`config.mk`:
```
export PLATFORM = sky130hd
export DESIGN_NAME = port_pin_value_top
export DESIGN_NICKNAME = d
export VERILOG_FILES = /design/src/hdl/port_pin_value_pkg.sv /design/src/hdl/port_pin_value_if.sv /design/src/hdl/port_pin_value_top.sv /design/src/hdl/bridge_decode.sv
export SDC_FILE = /design/constraint.sdc
export NUM_CORES = 1
export LEC_CHECK = 0
export BUFFER_PORTS_ARGS = -buffer_cell sky130_fd_sc_hd__buf_2
export CORE_MARGIN = 8
export CORE_UTILIZATION = 47
export DETAILED_ROUTE_END_ITERATION = 12
export PLACE_DENSITY_LB_ADDON = 0.12
export RECOVER_POWER = 50
export SYNTH_ARGS = -nofsm -noshare
export SYNTH_HDL_FRONTEND = slang
export SYNTH_SLANG_ARGS = --single-unit
```
`constraint.sdc`:
```
create_clock -name REF_CLK_I -period 3.1 [get_ports REF_CLK_I]
set_clock_uncertainty 0.05 [all_clocks]
set_input_delay 0.62 -clock REF_CLK_I [delete_from_list [all_inputs] [get_ports REF_CLK_I]]
set_output_delay 0.62 -clock REF_CLK_I [all_outputs]
set_load 0.01 [all_outputs]
```
`src/hdl/port_pin_value_pkg.sv`:
```
// Purpose: shared constants and types for the port with bridge output mux
// Assumes: one clock, no register bus
// Notes:   mode field encodings follow the unit control field layout
package port_pin_value_pkg;
    localparam int          PORT_WIDTH      = 8;
    localparam logic [7:0]  DIR_RESET       = 8'hFF;
    localparam logic [7:0]  LATCH_RESET     = 8'h00;
    localparam logic [7:0]  PIN_RESET       = 8'h00;
    localparam int          HOST_SEL_BIT    = 4;
    localparam int          BIT_B           = 5;
    localparam int          BIT_C           = 6;
    localparam int          BIT_D           = 7;
    localparam logic [3:0]  MODE_OFF        = 4'h0;
    localparam logic [1:0]  PWM_MODE_TOP    = 2'h3;
    localparam logic [1:0]  CFG_SINGLE      = 2'h0;
    localparam logic [1:0]  CFG_DUAL        = 2'h2;
    localparam logic [15:0] TIMER_CLEAR     = 16'h0000;

    typedef enum logic [1:0] {
        TB_NONE,
        TB_TIMER_ONE,
        TB_TIMER_TWO
    } timebase_t;
endpackage : port_pin_value_pkg

```
`src/hdl/port_pin_value_if.sv`:
```
// Purpose: carries pwm lane assignment from decoder to port
// Assumes: one clock domain
// Notes:   purely combinational signals
`timescale 1ns/1ps
interface port_pin_value_if;
    logic [3:0] lane_active;
    logic       multi_out;
    logic       pwm_mode;
    modport dec  (output lane_active, output multi_out, output pwm_mode);
    modport port (input lane_active, input multi_out, input pwm_mode);
endinterface : port_pin_value_if

```
`src/hdl/port_pin_value_top.sv`:
```
// Purpose: 8-bit bidirectional port with bridge output mux and timer select
// Assumes: inputs synchronous to REF_CLK_I; software bits arrive as ports
// Notes:   host port logic itself lives elsewhere; only its enable is here
`timescale 1ns/1ps
module port_pin_value_top
    import port_pin_value_pkg::*;
#(
    parameter int WIDTH = PORT_WIDTH
) (
    // clock and reset
    input  wire logic             REF_CLK_I,
    input  wire logic             ARST_N_I,
    // software access
    input  wire logic [WIDTH-1:0] WDATA_I,
    input  wire logic             DIR_WR_I,
    input  wire logic             LATCH_WR_I,
    input  wire logic             DATA_WR_I,
    output logic      [WIDTH-1:0] DIR_RD_O,
    output logic      [WIDTH-1:0] LATCH_RD_O,
    output logic      [WIDTH-1:0] PIN_RD_O,
    input  wire logic [7:0]       E_DIR_I,
    // unit control
    input  wire logic [1:0]       PWM_CFG_I,
    input  wire logic [3:0]       UNIT_MODE_I,
    input  wire logic [3:0]       BRIDGE_I,
    input  wire logic             SPECIAL_TRIG_I,
    // pins
    input  wire logic [WIDTH-1:0] PIN_I,
    output logic      [WIDTH-1:0] PIN_O,
    output logic      [WIDTH-1:0] PIN_OE_O,
    output logic                  C2_O,
    output logic                  C2_OE_O,
    // status
    output logic                  HOST_PORT_EN_O,
    output logic                  TIMER_ONE_SEL_O,
    output logic                  TIMER_TWO_SEL_O,
    output logic                  TIMER_ONE_CLR_O
);
    typedef struct packed {
        logic [WIDTH-1:0] dir;
        logic [WIDTH-1:0] latch;
        logic [WIDTH-1:0] pins;
        logic [WIDTH-1:0] pin_o;
        logic [WIDTH-1:0] pin_oe;
        logic             c2;
        logic             c2_oe;
        logic             host_en;
        timebase_t        tb;
        logic             t1_clr;
    } state_t;

    state_t st_r;
    state_t st_nxt;
    port_pin_value_if lanes ();

    bridge_decode u_dec (
        .cfg_i  (PWM_CFG_I),
        .mode_i (UNIT_MODE_I),
        .lanes  (lanes)
    );

    logic [WIDTH-1:0] pwm_own;
    logic [WIDTH-1:0] pwm_val;

    always_comb begin
        pwm_own        = '0;
        pwm_val        = '0;
        pwm_own[BIT_B] = lanes.lane_active[1];
        pwm_own[BIT_C] = lanes.lane_active[2];
        pwm_own[BIT_D] = lanes.lane_active[3];
        pwm_val[BIT_B] = BRIDGE_I[1];
        pwm_val[BIT_C] = BRIDGE_I[2];
        pwm_val[BIT_D] = BRIDGE_I[3];
    end

    always_comb begin
        st_nxt = st_r;
        if (DIR_WR_I) begin
            st_nxt.dir = WDATA_I;
        end
        // both write paths land in the latch
        if (LATCH_WR_I || DATA_WR_I) begin
            st_nxt.latch = WDATA_I;
        end
        st_nxt.pins = PIN_I;
        // pwm needs cleared direction bits to reach the pin
        for (int i = 0; i < WIDTH; i++) begin
            st_nxt.pin_oe[i] = ~st_nxt.dir[i];
            st_nxt.pin_o[i]  = pwm_own[i] ? pwm_val[i] : st_nxt.latch[i];
        end
        st_nxt.c2      = BRIDGE_I[0];
        st_nxt.c2_oe   = lanes.lane_active[0];
        // multi-output pwm wins over the host port select
        st_nxt.host_en = E_DIR_I[HOST_SEL_BIT] & ~lanes.multi_out;
        if (lanes.pwm_mode) begin
            st_nxt.tb = TB_TIMER_TWO;
        end else if (UNIT_MODE_I != MODE_OFF) begin
            st_nxt.tb = TB_TIMER_ONE;
        end else begin
            st_nxt.tb = TB_NONE;
        end
        st_nxt.t1_clr = SPECIAL_TRIG_I && (st_nxt.tb == TB_TIMER_ONE);
    end

    always_ff @(posedge REF_CLK_I or negedge ARST_N_I) begin
        if (!ARST_N_I) begin
            st_r         <= '0;
            st_r.dir     <= DIR_RESET;
            st_r.latch   <= LATCH_RESET;
            st_r.pins    <= PIN_RESET;
            st_r.tb      <= TB_NONE;
        end else begin
            st_r <= st_nxt;
        end
    end

    assign DIR_RD_O        = st_r.dir;
    assign LATCH_RD_O      = st_r.latch;
    assign PIN_RD_O        = st_r.pins;
    assign PIN_O           = st_r.pin_o;
    assign PIN_OE_O        = st_r.pin_oe;
    assign C2_O            = st_r.c2;
    assign C2_OE_O         = st_r.c2_oe;
    assign HOST_PORT_EN_O  = st_r.host_en;
    assign TIMER_ONE_SEL_O = (st_r.tb == TB_TIMER_ONE);
    assign TIMER_TWO_SEL_O = (st_r.tb == TB_TIMER_TWO);
    assign TIMER_ONE_CLR_O = st_r.t1_clr;
endmodule : port_pin_value_top

```
`src/hdl/bridge_decode.sv`:
```
// Purpose: decode unit mode and output config into active bridge lanes
// Assumes: mode fields are software-held levels
// Notes:   lane 0 is output a on the c-port bit 2
`timescale 1ns/1ps
module bridge_decode
    import port_pin_value_pkg::*;
(
    input  wire logic [1:0] cfg_i,
    input  wire logic [3:0] mode_i,
    port_pin_value_if.dec            lanes
);
    always_comb begin
        lanes.pwm_mode    = (mode_i[3:2] == PWM_MODE_TOP);
        lanes.lane_active = 4'h0;
        lanes.multi_out   = 1'b0;
        if (lanes.pwm_mode) begin
            lanes.lane_active[0] = 1'b1;
            if (cfg_i[0]) begin
                lanes.lane_active = 4'hF;
                lanes.multi_out   = 1'b1;
            end else if (cfg_i == CFG_DUAL) begin
                lanes.lane_active = 4'h3;
                lanes.multi_out   = 1'b1;
            end
        end
    end
endmodule : bridge_decode

```
==> metrics.md <==
| Metric | Value |
|---|---|
| CP required | ~2.4 ns |
| Slew @ Worst Pin | between 0.8 and 0.9 ns |
| Dpl cells | roughly 200 |
| Synthesized area | ~1600 um2 |
| Syn Area/Cell | approximately 14 um2 |
| Max transition margin | between 40% and 50% |
| Cell area power density | roughly 550 nW/um2 |
| Crit-path cells | buf_2 |
| Crit end category | output port |
| Crit-path max FO | 2 |
| Util after Layout | between 50% and 60% |
| CP bufs+invs | 1 |
| Share of cells above drive strength 1 | roughly 64% |
| Final Setup Violations | 0 |
| Yosys cell types | 15 |
| RePlAce Congestion | between 0.6 and 0.7 |
| Htree depth | 2 |
| Static leakage | just under 1 nW |
| GRT Total Usage | 11.6% |
| Drt pass-1 iters | 3 |
| Post-Syn Nets | between 150 and 200 |
| Nets@finish | between 200 and 250 |
| Detailed router's first-iteration violation count | 12 |
| Area grow syn2layout | 12.5% |
| RSZ-0062 raised after global routing | no |
| # IOs | 86 |
| Final period utilization | between 50% and 60% |
| Max Buffers Root-to-Sink | 2 |
| CP max stage delay | between 0.5 and 0.6 ns |
| Post-synthesis instance total | between 100 and 150 |
| Crit start category | flip-flop |
| Vias | ~900 |
| ANT cells | 0 |
| Starting Density | approximately half |
| Postcts setup bufs | 0 |
| Status | finished, final reports clean |
| Post-CTS resize count | 0 |
| Register area share after synthesis | 62.3% |
| Max-cap violation count | 0 |
| Maximum VDD drop | between 0.0002 and 0.0003 V |
| First-pass GRT wire length | ~4700 um |
| Routed WL | approximately 3100 um |
| Post-route ant nets | 0 |
| Hold_ws | about 0.32 ns |
| Synth warnings | 0 |
| Seq cells post-synth | 40 |
| Die Span Y | 74.8 um |
| CTS Hold Buffers Added | 0 |
| DP Wirelength | around 2400 um |
| Final cell count without fillers | about 210 |
| WL per Instance | roughly 15 um |
| Setup TNS | 0 ns |
| CTS Buf Count | 5 |
| Crit-path slowest cell | dfstp_2 |
| FMAX | 595 MHz |
| Initial antenna violation count | 0 |
| Die area | roughly 5600 um2 |
| TritonCTS clock tree | done |
| Chip width | roughly 75 um |
| # port buffers | 78 |
| Crit Path Class | flip-flop to output port |
| Final Max Slew Viols | 0 |
| CTS Sinks | 40 |
| Hold Vio Cnt, Final | 0 |
| Top cell family by delay on the critical path | flip-flops |
| Core Area | 3340 um2 |
| R2R Setup Slk | ~2.0 ns |
| Grt ovf | 0 |
| Skew-Pair Late Insertion Delay | between 0.3 and 0.4 ns |
| Number of global-route vias before repair | between 1,000 and 1,500 |
| Post-DR vias/cell | around 4.4 |
| # rows | 21 |
| Data arrival time of the critical path | slightly above 1 ns |
| Clock Pin Slew Worst Setup and Hold Paths | roughly 0.11 ns |
| Crit path time final | 1.68 ns |
| Pin count of the biggest net entering global routing | slightly above 40 |
| Post-route DRC | 0 |
| HP Class | primary input to asynchronous set/reset pin |
| Clock root cell | clkbuf_4 |
==> cell usage in the layout (no fill, tap or decap), drive strengths merged <==
cell / n
and2: 3
buf: 77
clkbuf: 7
clkinv: 2
dfrtp: 32
dfstp: 8
inv: 8
mux2: 11
mux2i: 8
nand2: 1
nor2: 2
nor2b: 2
nor4: 1
o21ai: 1
==> Yosys cell counts, drive strengths merged <==
cell type | number | area, um2
dfstp | 8 | 210
inv | 8 | 30.0
and2 | 3 | 18.8
nor4 | 1 | 6.26
mux2 | 11 | 135
mux2i | 8 | 80.1
nor2b | 2 | 12.5
dfrtp | 32 | 801
o21ai | 1 | 5.00
buf | 41 | 305
nand2 | 1 | 3.75
nor2 | 2 | 15.0
==> routing by layer <==
metal | share of wire (%) | GRT usage (%)
met3 | 12 | 6.13
met4 | 1.1 | 4.78
met1 | 33 | 10.6
met5 | 0 | 0
met2 | 53 | 20.8
==> cells by family after synthesis <==
logic type	share of synthesized area [%]
muxes	13.3
and+or+nand+nor	3.47
DFF	62.3
AOI/OAI and AO/OA	0.308
buffers and inverters	20.7
==> final cells by class <==
| class | instances | area, um2 |
|---|---|---|
| Clock inverter | 2 | 10.0 |
| Tap cell | 46 | 57.6 |
| Multi-Input combinational cell | 29 | 277 |
| Sequential cell | 40 | 1010 |
| Clock buffer | 6 | 51.3 |
| Inverter | 8 | 30.0 |
| Timing Repair Buffer | 78 | 389 |
| Fill cell | 316 | 1510 |
==> stage by stage <==
step / setup WS [ns] / power, mW / cell area (um2)
2_1_floorplan: 1.53 / 0.724 / 1620
3_3_place_gp: 1.30 / 0.749 / 1770
3_5_place_dp: 1.30 / 0.755 / 1770
4_1_cts: 1.40 / 1.02 / 1830
5_1_grt: 1.37 / 1.06 / 1830
6_report: 1.42 / 1.01 / 1830
==> path summary, 6_finish.rpt <==
check / startpoint / end / cells after the start
worst max-delay path: DIR_RD_O[5] / DIR_RD_O[5] / 1
min in group REF_CLK_I: PIN_I[3] / PIN_RD_O[3] / 1
worst min register to register: LATCH_RD_O[7] / LATCH_RD_O[7] / 1
worst min-delay path: ARST_N_I / PIN_RD_O[7] / 1
max in group asynchronous: ARST_N_I / PIN_OE_O[4] / 1
worst max register to register: LATCH_RD_O[5] / PIN_O[5] / 2
==> registers in the layout, indices dropped and copies added (netlist names), 3 cells and up <==
name	count
PIN_O	8
PIN_OE_O	8
LATCH_RD_O	3
DIR_RD_O	8
PIN_RD_O	8
==> power breakdown <==
| part | switching [mW] | internal, mW |
|---|---|---|
| sequential | 0.0162 | 0.572 |
| clock | 0.158 | 0.108 |
| combinational | 0.0811 | 0.0701 |
| total | 0.255 | 0.750 |
(Power assumes the default switching activity.)
